## src/core/pic_defines.svh

```systemverilog
// Constants for the prioritised interrupt controller.
// Assumes inclusion by bare name from the package and the design modules.
//
// Functional notes
// - Eleven sources with flag, enable, priority, vector; one global gate.
// - Each external input selects falling-edge or low-level triggering.
// - Edge mode samples once per machine cycle; high then low sets flag.
// - Edge external flag clears on vectoring; level flag is not cleared.
// - Level source holds pin low until serviced; still low means new request.
// - Timer a and b overflow flags clear in hardware on vectoring.
// - Watchdog flag set on time-out; requests if enabled; software clear.
// - Uart, timer c and capture flags are cleared by software only.
// - Two-wire flag set on new status; needs global and own enable.
// - Two-wire clear starts next action; done posts status, sets flag.
// - Any enabled keypad pin press sets keypad flag; software clear only.
// - Brownout flag requests only with select, enable and global gate.
// - Vectors 0003H plus 8 per slot; watchdog slot 10, capture slot 13.
// - Four levels; running service never pre-empted by lower or equal level.
// - Equal-level simultaneous requests resolved by fixed source ranking.
// - Flags sampled, polled and resolved every machine cycle.
// - Call needs no equal/higher active, last cycle, unblocked instruction.
// - Requests are not latched; each poll starts afresh.
// - Call pushes program counter only, then loads the selected vector.
// - Interrupt return pops and ends top level; plain return only pops.
// - Priority is high bit and low bit, 00 lowest to 11 highest.
// - Tie ranking: ext a, brownout, watchdog, timer a, two-wire, ext b, ...
`ifndef PIC_DEFINES_SVH
`define PIC_DEFINES_SVH

// ----------------------------------------------------------------------
// Sizes
// ----------------------------------------------------------------------
`define N_SRC 11
`define N_LVL 4
`define KEY_W 8
`define DIV_W 8
`define MC_DIV_DEFAULT 12

// ----------------------------------------------------------------------
// Source indices (vector slot order)
// ----------------------------------------------------------------------
`define SRC_EXT_A 0
`define SRC_TMR_A 1
`define SRC_EXT_B 2
`define SRC_TMR_B 3
`define SRC_UART 4
`define SRC_BROWN 5
`define SRC_TWO 6
`define SRC_KEY 7
`define SRC_TMR_C 8
`define SRC_WDOG 9
`define SRC_CAPT 10

// ----------------------------------------------------------------------
// Vectors
// ----------------------------------------------------------------------
`define VEC_BASE 16'h0003
`define VEC_LOW_BITS 3'h3
`define SLOT_WDOG 4'hA
`define SLOT_CAPT 4'hD
`define VEC_WDOG 16'h0053
`define VEC_CAPT 16'h006B

// ----------------------------------------------------------------------
// Reset levels
// ----------------------------------------------------------------------
`define PIN_IDLE 1'b1
`define TRIG_EDGE 1'b1

`endif

```

## src/core/pic_pkg.sv

```systemverilog
// Types shared by the interrupt controller modules.
// Assumes pic_defines.svh is on the include path.
`include "pic_defines.svh"

package pic_pkg;

    typedef struct packed {
        logic [15:0] vector;
        logic [3:0] source;
        logic [1:0] level;
    } call_s;

    typedef struct packed {
        logic begin_cond;
        logic end_cond;
        logic ack;
    } twowire_cmd_s;

    typedef struct packed {
        logic prev;
        logic fell;
        logic low;
    } ext_det_s;

    typedef struct packed {
        logic [`DIV_W-1:0] div_cnt;
        logic tick;
        logic [1:0] ext_meta;
        logic [1:0] ext_pin;
        logic [`KEY_W-1:0] key_meta;
        logic [`KEY_W-1:0] key_pin;
        logic [`KEY_W-1:0] key_prev;
        logic bo_meta;
        logic bo_pin;
        logic [`N_SRC-1:0] flags;
        logic uart_tx;
        logic [`N_LVL-1:0] in_service;
        logic [7:0] tw_status;
        logic tw_action;
        twowire_cmd_s tw_cmd;
        call_s call;
        logic call_valid;
        logic stack_pop;
    } pic_state_s;

endpackage

```

## src/core/ext_irq_detect.sv

```systemverilog
// Machine-cycle sampler for one external interrupt input.
// Assumes pin_level is already synchronised to sys_clk.
`timescale 1ns/1ps
`include "pic_defines.svh"

module ext_irq_detect (
    input wire logic sys_clk,
    input wire logic rst_sync_n,
    input wire logic tick,
    input wire logic pin_level,
    output logic fell,
    output logic low
);
    import pic_pkg::*;

    ext_det_s s;
    ext_det_s next_s;

    // ------------------------------------------------------------------
    // Sampling
    // ------------------------------------------------------------------
    always_comb begin
        next_s = s;
        next_s.fell = 1'b0;
        if (tick) begin
            next_s.prev = pin_level;
            next_s.fell = s.prev & ~pin_level;
            next_s.low = ~pin_level;
        end
    end

    always_ff @(posedge sys_clk or negedge rst_sync_n) begin
        if (!rst_sync_n) begin
            s <= '0;
            s.prev <= `PIN_IDLE;
        end else begin
            s <= next_s;
        end
    end

    assign fell = s.fell;
    assign low = s.low;

    edge_on_tick_a: assert property (
        @(posedge sys_clk) disable iff (!rst_sync_n)
        s.fell |-> $past(tick) && !$past(pin_level))
        else $error("edge flagged without tick");

endmodule // ext_irq_detect

```

## src/core/priority_interrupt_controller.sv

```systemverilog
// Four-level prioritised interrupt controller, eleven sources.
// Assumes core status inputs and peripheral event pulses are on sys_clk;
// pins (external, keypad, brownout) are asynchronous and synchronised here.
`timescale 1ns/1ps
`include "pic_defines.svh"

module priority_interrupt_controller #(
    parameter int MC_DIV = `MC_DIV_DEFAULT
) (
    input wire logic sys_clk,
    input wire logic rst_n,
    input wire logic ext_irq_pin_a,
    input wire logic ext_irq_pin_b,
    input wire logic ext_a_trigger_type,
    input wire logic ext_b_trigger_type,
    input wire logic [`KEY_W-1:0] keypad_pins,
    input wire logic [`KEY_W-1:0] keypad_enable,
    input wire logic brownout_detect,
    input wire logic timer_a_overflow,
    input wire logic timer_b_overflow,
    input wire logic timer_c_event,
    input wire logic watchdog_timeout,
    input wire logic uart_rx_event,
    input wire logic uart_tx_event,
    input wire logic capture_event,
    input wire logic twowire_done,
    input wire logic [7:0] twowire_status_in,
    input wire logic begin_condition_req,
    input wire logic end_condition_req,
    input wire logic ack_return_ctrl,
    input wire logic [`N_SRC-1:0] flag_clear,
    input wire logic uart_tx_clear,
    input wire logic global_irq_gate,
    input wire logic [`N_SRC-1:0] src_enable,
    input wire logic brownout_irq_select,
    input wire logic [`N_SRC-1:0] priority_high_bits,
    input wire logic [`N_SRC-1:0] priority_low_bits,
    input wire logic core_last_cycle,
    input wire logic core_instr_irq_return,
    input wire logic core_instr_plain_return,
    input wire logic core_instr_blocking,
    output pic_pkg::call_s call_info,
    output logic call_push_pc,
    output logic stack_pop,
    output logic [`N_SRC-1:0] irq_flags,
    output logic uart_tx_flag,
    output logic [`N_LVL-1:0] in_service,
    output logic [7:0] twowire_status_code_reg,
    output logic twowire_action,
    output pic_pkg::twowire_cmd_s twowire_cmd
);
    import pic_pkg::*;

    if (MC_DIV < 2 || MC_DIV > (1 << `DIV_W)) begin : g_bad_div
        $error("MC_DIV out of range");
    end

    pic_state_s s;
    pic_state_s next_s;
    logic rst_sync_n;
    logic fell_a;
    logic fell_b;
    logic low_a;
    logic low_b;

    // ------------------------------------------------------------------
    // Ranking and slot tables
    // ------------------------------------------------------------------
    // tie ranking, rank 0 highest
    function automatic logic [3:0] rank_src(input int r);
        case (r)
            0: rank_src = 4'(`SRC_EXT_A);
            1: rank_src = 4'(`SRC_BROWN);
            2: rank_src = 4'(`SRC_WDOG);
            3: rank_src = 4'(`SRC_TMR_A);
            4: rank_src = 4'(`SRC_TWO);
            5: rank_src = 4'(`SRC_EXT_B);
            6: rank_src = 4'(`SRC_KEY);
            7: rank_src = 4'(`SRC_TMR_B);
            8: rank_src = 4'(`SRC_UART);
            9: rank_src = 4'(`SRC_TMR_C);
            default: rank_src = 4'(`SRC_CAPT);
        endcase
    endfunction

    function automatic logic [3:0] slot_of(input logic [3:0] src);
        case (src)
            4'(`SRC_WDOG): slot_of = `SLOT_WDOG;
            4'(`SRC_CAPT): slot_of = `SLOT_CAPT;
            default: slot_of = src;
        endcase
    endfunction

    // ------------------------------------------------------------------
    // Reset release
    // ------------------------------------------------------------------
    logic [1:0] rst_pipe;

    always_ff @(posedge sys_clk or negedge rst_n) begin
        if (!rst_n) begin
            rst_pipe <= 2'h0;
        end else begin
            rst_pipe <= {rst_pipe[0], 1'b1};
        end
    end

    assign rst_sync_n = rst_pipe[1];

    // ------------------------------------------------------------------
    // External input samplers
    // ------------------------------------------------------------------
    ext_irq_detect u_det_a (
        .sys_clk(sys_clk),
        .rst_sync_n(rst_sync_n),
        .tick(s.tick),
        .pin_level(s.ext_pin[0]),
        .fell(fell_a),
        .low(low_a)
    );

    ext_irq_detect u_det_b (
        .sys_clk(sys_clk),
        .rst_sync_n(rst_sync_n),
        .tick(s.tick),
        .pin_level(s.ext_pin[1]),
        .fell(fell_b),
        .low(low_b)
    );

    // ------------------------------------------------------------------
    // Next state
    // ------------------------------------------------------------------
    always_comb begin
        logic [`N_SRC-1:0] setv;
        logic [`N_SRC-1:0] hwclr;
        logic [`N_SRC-1:0] req;
        logic [`KEY_W-1:0] kfall;
        logic [3:0] src;
        logic [1:0] lvl;
        logic [3:0] best_src;
        logic [1:0] best_lvl;
        logic best_ok;
        logic [1:0] act_lvl;
        logic act_ok;
        setv = '0;
        hwclr = '0;
        req = '0;
        kfall = '0;
        src = '0;
        lvl = '0;
        best_src = '0;
        best_lvl = '0;
        best_ok = 1'b0;
        act_lvl = '0;
        act_ok = 1'b0;
        next_s = s;
        next_s.tick = 1'b0;
        next_s.call_valid = 1'b0;
        next_s.stack_pop = 1'b0;
        next_s.tw_action = 1'b0;

        // Machine-cycle divider
        if (s.div_cnt == `DIV_W'(MC_DIV - 1)) begin
            next_s.div_cnt = '0;
            next_s.tick = 1'b1;
        end else begin
            next_s.div_cnt = s.div_cnt + `DIV_W'(1);
        end

        // Pin synchronisers
        next_s.ext_meta = {ext_irq_pin_b, ext_irq_pin_a};
        next_s.ext_pin = s.ext_meta;
        next_s.key_meta = keypad_pins;
        next_s.key_pin = s.key_meta;
        next_s.key_prev = s.key_pin;
        next_s.bo_meta = brownout_detect;
        next_s.bo_pin = s.bo_meta;

        // flag, own enable and global gate together
        req = s.flags & src_enable & {`N_SRC{global_irq_gate}};
        req[`SRC_UART] = (s.flags[`SRC_UART] | s.uart_tx)
            & src_enable[`SRC_UART] & global_irq_gate;
        req[`SRC_BROWN] = req[`SRC_BROWN] & brownout_irq_select;

        for (int r = `N_SRC - 1; r >= 0; r--) begin
            src = rank_src(r);
            lvl = {priority_high_bits[src], priority_low_bits[src]};
            if (req[src] && (!best_ok || lvl >= best_lvl)) begin
                best_ok = 1'b1;
                best_src = src;
                best_lvl = lvl;
            end
        end

        for (int l = 0; l < `N_LVL; l++) begin
            if (s.in_service[l]) begin
                act_ok = 1'b1;
                act_lvl = 2'(l);
            end
        end

        if (s.tick && core_last_cycle) begin
            if (core_instr_irq_return) begin
                next_s.stack_pop = 1'b1;
                if (act_ok) begin
                    next_s.in_service[act_lvl] = 1'b0;
                end
            end else if (core_instr_plain_return) begin
                next_s.stack_pop = 1'b1;
            end else if (!core_instr_blocking && best_ok
                         && (!act_ok || best_lvl > act_lvl)) begin
                next_s.call_valid = 1'b1;
                next_s.call.source = best_src;
                next_s.call.level = best_lvl;
                next_s.call.vector = `VEC_BASE
                    + {9'h000, slot_of(best_src), 3'h0};
                next_s.in_service[best_lvl] = 1'b1;
                // edge external flags clear on entry
                // timer a and b flags clear on entry
                case (best_src)
                    4'(`SRC_EXT_A): hwclr[`SRC_EXT_A] = 1'b1;
                    4'(`SRC_EXT_B): hwclr[`SRC_EXT_B] = 1'b1;
                    4'(`SRC_TMR_A): hwclr[`SRC_TMR_A] = 1'b1;
                    4'(`SRC_TMR_B): hwclr[`SRC_TMR_B] = 1'b1;
                    default: hwclr = '0;
                endcase
            end
        end

        // Event sources
        setv[`SRC_EXT_A] = fell_a;
        setv[`SRC_EXT_B] = fell_b;
        setv[`SRC_TMR_A] = timer_a_overflow;
        setv[`SRC_TMR_B] = timer_b_overflow;
        setv[`SRC_TMR_C] = timer_c_event;
        setv[`SRC_WDOG] = watchdog_timeout;
        setv[`SRC_UART] = uart_rx_event;
        setv[`SRC_CAPT] = capture_event;
        // new status code sets two-wire flag
        setv[`SRC_TWO] = twowire_done;
        kfall = s.key_prev & ~s.key_pin & keypad_enable;
        setv[`SRC_KEY] = |kfall;
        setv[`SRC_BROWN] = s.bo_pin;

        // software clears, set wins over clear
        next_s.flags = (s.flags & ~(flag_clear | hwclr)) | setv;
        next_s.uart_tx = (s.uart_tx & ~uart_tx_clear) | uart_tx_event;

        // level mode follows the sampled pin
        if (ext_a_trigger_type != `TRIG_EDGE) begin
            next_s.flags[`SRC_EXT_A] = low_a;
        end
        if (ext_b_trigger_type != `TRIG_EDGE) begin
            next_s.flags[`SRC_EXT_B] = low_b;
        end

        // clearing the flag releases the next action
        if (flag_clear[`SRC_TWO] && s.flags[`SRC_TWO]) begin
            next_s.tw_action = 1'b1;
            next_s.tw_cmd = {begin_condition_req, end_condition_req,
                             ack_return_ctrl};
        end
        if (twowire_done) begin
            next_s.tw_status = twowire_status_in;
        end
    end

    // ------------------------------------------------------------------
    // State register
    // ------------------------------------------------------------------
    always_ff @(posedge sys_clk or negedge rst_sync_n) begin
        if (!rst_sync_n) begin
            s <= '0;
            s.ext_meta <= {2{`PIN_IDLE}};
            s.ext_pin <= {2{`PIN_IDLE}};
            s.key_meta <= {`KEY_W{`PIN_IDLE}};
            s.key_pin <= {`KEY_W{`PIN_IDLE}};
            s.key_prev <= {`KEY_W{`PIN_IDLE}};
        end else begin
            s <= next_s;
        end
    end

    // push program counter only, load vector
    assign call_info = s.call;
    assign call_push_pc = s.call_valid;
    assign stack_pop = s.stack_pop;
    assign irq_flags = s.flags;
    assign uart_tx_flag = s.uart_tx;
    assign in_service = s.in_service;
    assign twowire_status_code_reg = s.tw_status;
    assign twowire_action = s.tw_action;
    assign twowire_cmd = s.tw_cmd;

    // ------------------------------------------------------------------
    // Checks
    // ------------------------------------------------------------------
    call_last_cycle_a: assert property (
        @(posedge sys_clk) disable iff (!rst_sync_n)
        s.call_valid |-> $past(s.tick) && $past(core_last_cycle))
        else $error("call outside last cycle");
    call_instr_ok_a: assert property (
        @(posedge sys_clk) disable iff (!rst_sync_n)
        s.call_valid |-> !$past(core_instr_irq_return)
        && !$past(core_instr_plain_return) && !$past(core_instr_blocking))
        else $error("call on blocked instruction");
    call_gate_a: assert property (
        @(posedge sys_clk) disable iff (!rst_sync_n)
        s.call_valid |-> $past(global_irq_gate))
        else $error("call with gate closed");
    timer_hw_clear_a: assert property (
        @(posedge sys_clk) disable iff (!rst_sync_n)
        s.call_valid && s.call.source == 4'(`SRC_TMR_A)
        && !$past(timer_a_overflow) |-> !s.flags[`SRC_TMR_A])
        else $error("timer flag kept after call");
    wdog_sw_clear_a: assert property (
        @(posedge sys_clk) disable iff (!rst_sync_n)
        $fell(s.flags[`SRC_WDOG]) |-> $past(flag_clear[`SRC_WDOG])
        && !$past(watchdog_timeout))
        else $error("watchdog flag lost");
    uart_keep_a: assert property (
        @(posedge sys_clk) disable iff (!rst_sync_n)
        $past(s.flags[`SRC_UART]) && !$past(flag_clear[`SRC_UART])
        |-> s.flags[`SRC_UART])
        else $error("uart flag cleared by hardware");
    no_preempt_a: assert property (
        @(posedge sys_clk) disable iff (!rst_sync_n)
        s.call_valid |-> ($past(s.in_service) >> s.call.level) == 4'h0)
        else $error("pre-empted by equal or lower level");
    vector_slot_a: assert property (
        @(posedge sys_clk) disable iff (!rst_sync_n)
        s.call_valid |-> s.call.vector[2:0] == `VEC_LOW_BITS
        && (s.call.source != 4'(`SRC_WDOG) || s.call.vector == `VEC_WDOG)
        && (s.call.source != 4'(`SRC_CAPT) || s.call.vector == `VEC_CAPT))
        else $error("bad vector");
    return_release_a: assert property (
        @(posedge sys_clk) disable iff (!rst_sync_n)
        s.tick && core_last_cycle && core_instr_irq_return
        && s.in_service != 4'h0 |=> s.stack_pop
        && $countones(s.in_service) == $countones($past(s.in_service)) - 1)
        else $error("return did not end service");
    twowire_next_a: assert property (
        @(posedge sys_clk) disable iff (!rst_sync_n)
        s.tw_action |-> $past(s.flags[`SRC_TWO])
        && $past(flag_clear[`SRC_TWO]))
        else $error("two-wire action without clear");

endmodule // priority_interrupt_controller

```

## config.mk

```make
export PLATFORM = sky130hd
export DESIGN_NAME = priority_interrupt_controller
export DESIGN_NICKNAME = d
export VERILOG_FILES = /design/src/core/pic_pkg.sv /design/src/core/ext_irq_detect.sv /design/src/core/priority_interrupt_controller.sv
export VERILOG_INCLUDE_DIRS = /design/src /design/src/core
export SDC_FILE = /design/constraint.sdc
export NUM_CORES = 1
export LEC_CHECK = 0
export ABC_AREA = 0
export BUFFER_PORTS_ARGS = -buffer_cell sky130_fd_sc_hd__buf_2
export CORE_MARGIN = 3
export CORE_UTILIZATION = 56
export CTS_CLUSTER_DIAMETER = 100
export DETAILED_ROUTE_END_ITERATION = 10
export PLACE_DENSITY = 0.85
export SLEW_MARGIN = 20
export SYNTH_ARGS = -nofsm -noshare
export SYNTH_HDL_FRONTEND = slang
export SYNTH_SLANG_ARGS = --single-unit
```

## constraint.sdc

```tcl
create_clock -name sys_clk -period 8.1 [get_ports sys_clk]
set_input_delay 0.81 -clock sys_clk [delete_from_list [all_inputs] [get_ports sys_clk]]
set_output_delay 0.81 -clock sys_clk [all_outputs]
set_load 0.01 [all_outputs]
```

==> impl_metrics.tcl <==
set metrics [dict create \
    status "finished, violations left" \
    violations "setup timing" \
    hold_viol_final 0 \
    grt_first_pass_wirelength_microns 27900 \
    top_register "s" \
    post-dp-hpwl_microns 11000 \
    clk_latency_ps 370 \
    dr.pass1.iters 9 \
    synth-seq-area-share_pct 45.4 \
    finalCritPeriodShare_pct 180 \
    drtIter0Drc 807 \
    worst-setup-path-type "in2reg" \
    synth_top_area_cell "dfrtp_1" \
    hold_path_class "in2async" \
    die_area_sq_mm 0.00987 \
    grt.total_usage_pct 36.4 \
    drt_wl_total_microns 21900 \
    die_y_microns 99.3 \
    fp.dieW_microns 99.3 \
    synth-seq-cells 87 \
    critPathLaunchType "input pin" \
    layoutNonFillerInstCount 857 \
    antenna_found_initial 2 \
    timing.final.ws_setup_ps -6460 \
    fin_total_pwr_mw 1.27 \
    drive_above_1_share_pct 60.8 \
    area_delta_synth_final_pct 53.0 \
    cts_tree "built" \
    htreeDepth 3 \
    rr_worst_depth 72 \
    final_common_cell "buf_4" \
    ff2ff_setup_slack_ps -6330 \
    fmax_ghz 0.0687 \
    root_buffer "clkbuf_8" \
    core_sq_mm 0.00834 \
    cts_buffer_depth 2 \
    r2r_end "irq_flags[3]" \
    crit_fanout 4 \
    syn_avg_cell_area_sq_um 10.4 \
    num_vias 5613 \
    cts.sinks 87 \
    hold_slack_ps 224 \
    cp-end-kind "flop" \
    crit_arrival_ps 14840 \
    setup_viol 19 \
    place_congestion 1.02 \
    start_util_pct 58.5 \
    ir_drop_mv 0.153 \
    crit_required_ps 8380 \
    final_cell_mix "164 x buf_4, 131 x buf_2, 56 x dfrtp_1, 31 x inv_1, 30 x dfstp_2" \
    r2r-start "irq_flags[10]" \
    finalClockSkew_ps 27.6 \
    leakagePower_nw 3.73 \
    cts_made_buffers 9 \
    yosysTopAreaCellShare_pct 29.2 \
    vias_per_cell 6.55 \
    critPathMaxStageDelay_ps 530 \
    rows 33 \
    ys_warn_count 0 \
    grt-ovfl-total 0 \
    powerDensity_mw_per_mm2 171 \
    postRouteAntennaNets 0 \
    largest_register_ffs 20 \
    placedCellCount 768 \
    grt_max_degree 86 \
    rsz0062_at_grt "true" \
    drc 0 \
    ys_async_sr_fraction_pct 100 \
    synth_edf_count 0 \
    nets 858 \
    synthTopCellsByArea "dfrtp_1 29%, dfstp_2 16%, buf_4 7.4%, ha_1 5.1%, mux2_2 3.2%" \
    synth_cell_type_count 74 \
    maxCapViolations 0 \
    grt_pass1_vias 5460 \
    cp_slowest_cell "or4b_1" \
    port_buffers 134 \
    clk_pin_slew_ps 120 \
    worstMarginPinSlew_ps 923 \
    slew_violations 0 \
    period_minus_slack_ps 14560 \
    maxSlewHeadroom_pct 38.3 \
    routedWlPerCell_microns 25.6 \
    cpMostUsedCell "nand2b_4" \
    synthCells 471 \
    io_pins 145 \
    netlist_area_sq_mm 0.00488 \
    synth_ff_type "dfrtp_1" \
]
through the flow:
stage / setup TNS (ps) / setup slack (ps) / area, sq um / util [%]
after floorplan: -92980 / -5680 / 5140 / -
after global placement: -93530 / -5490 / 6310 / 75.7
after detailed placement: -102310 / -5980 / 6310 / 75.7
after CTS: -89610 / -5300 / 7130 / 85.4
after global routing: -116030 / -6730 / 7460 / 89.5
final: -110830 / -6460 / 7460 / 89.5
Yosys cell counts, drive strengths merged (5+ instances only):
| cell | number |
|---|---|
| a21oi | 15 |
| clkbuf | 6 |
| o211ai | 8 |
| a211oi | 8 |
| a31oi | 7 |
| nand2b | 12 |
| ha | 20 |
| o22ai | 6 |
| o21a | 6 |
| mux2 | 14 |
| a21o | 14 |
| dfstp | 30 |
| xnor2 | 5 |
| nand3 | 16 |
| nand4 | 10 |
| inv | 32 |
| nor3 | 7 |
| buf | 50 |
| nand2 | 30 |
| nor2 | 20 |
| a31o | 7 |
| dfrtp | 57 |
| and3 | 5 |
| a22oi | 5 |
| o21ai | 18 |
report_power, final:
part | internal (mW) | total [mW] | switching [mW]
clock | 0.176 | 0.352 | 0.175
combinational | 0.222 | 0.438 | 0.216
sequential | 0.464 | 0.485 | 0.0211
how the worst max path moves through the flow:
stage | slack, ps | end | startpoint
2_1_floorplan | -5680 | irq_flags[3] | global_irq_gate
3_3_place_gp | -5490 | irq_flags[3] | src_enable[10]
3_5_place_dp | -5980 | irq_flags[3] | global_irq_gate
4_1_cts | -5300 | irq_flags[3] | src_enable[10]
5_1_grt | -6730 | irq_flags[3] | priority_low_bits[8]
6_report | -6460 | irq_flags[3] | priority_low_bits[8]
repair_timing:
action                                  CTS  global route
hold buffers                              0             0
pin swaps                                51            33
endpoints found under the setup margin   19            19
buffers inserted                         59            16
resized for setup                        39            32
layer usage:
metal,track usage [%],vias up,routed length [microns]
met4,16.6,0,2010
met3,9.75,213,2710
met5,0,-,0
met2,61.2,575,9940
li1,-,2208,-
met1,43.8,2617,7270
area by class of cell:
cell class | instances | area, sq um
Fill cell | 336 | 877
Sequential cell | 87 | 2220
Clock buffer | 10 | 128
Timing Repair Buffer | 310 | 2070
Inverter | 32 | 125
Multi-Input combinational cell | 305 | 2690
Clock inverter | 6 | 93.8
Antenna cell | 2 | 5.00
Tap cell | 105 | 131
kinds of logic (layout without fill, tap and decap cells):
kind of cell	count (synthesis)	count (layout)	share of synthesized area (%)
and+or+nand+nor	129	129	14.2
AOI/OAI and AO/OA	123	123	19.7
buffers and inverters	88	358	10.6
DFF	87	87	45.4
adders and majority gates	20	20	5.13
muxes	16	16	3.64
xor gates and xnor gates	6	6	1.08
other	2	13	0.154
critical path: cells and delay by family:
| family | cells | cell delay, ps |
|---|---|---|
| mux | 1 | 330 |
| compound gates | 34 | 6510 |
| simple gates | 23 | 3910 |
| fa+ha+maj | 11 | 2770 |
| buf+inv | 3 | 500 |
No activity file was read; power rests on OpenSTA's default activity.
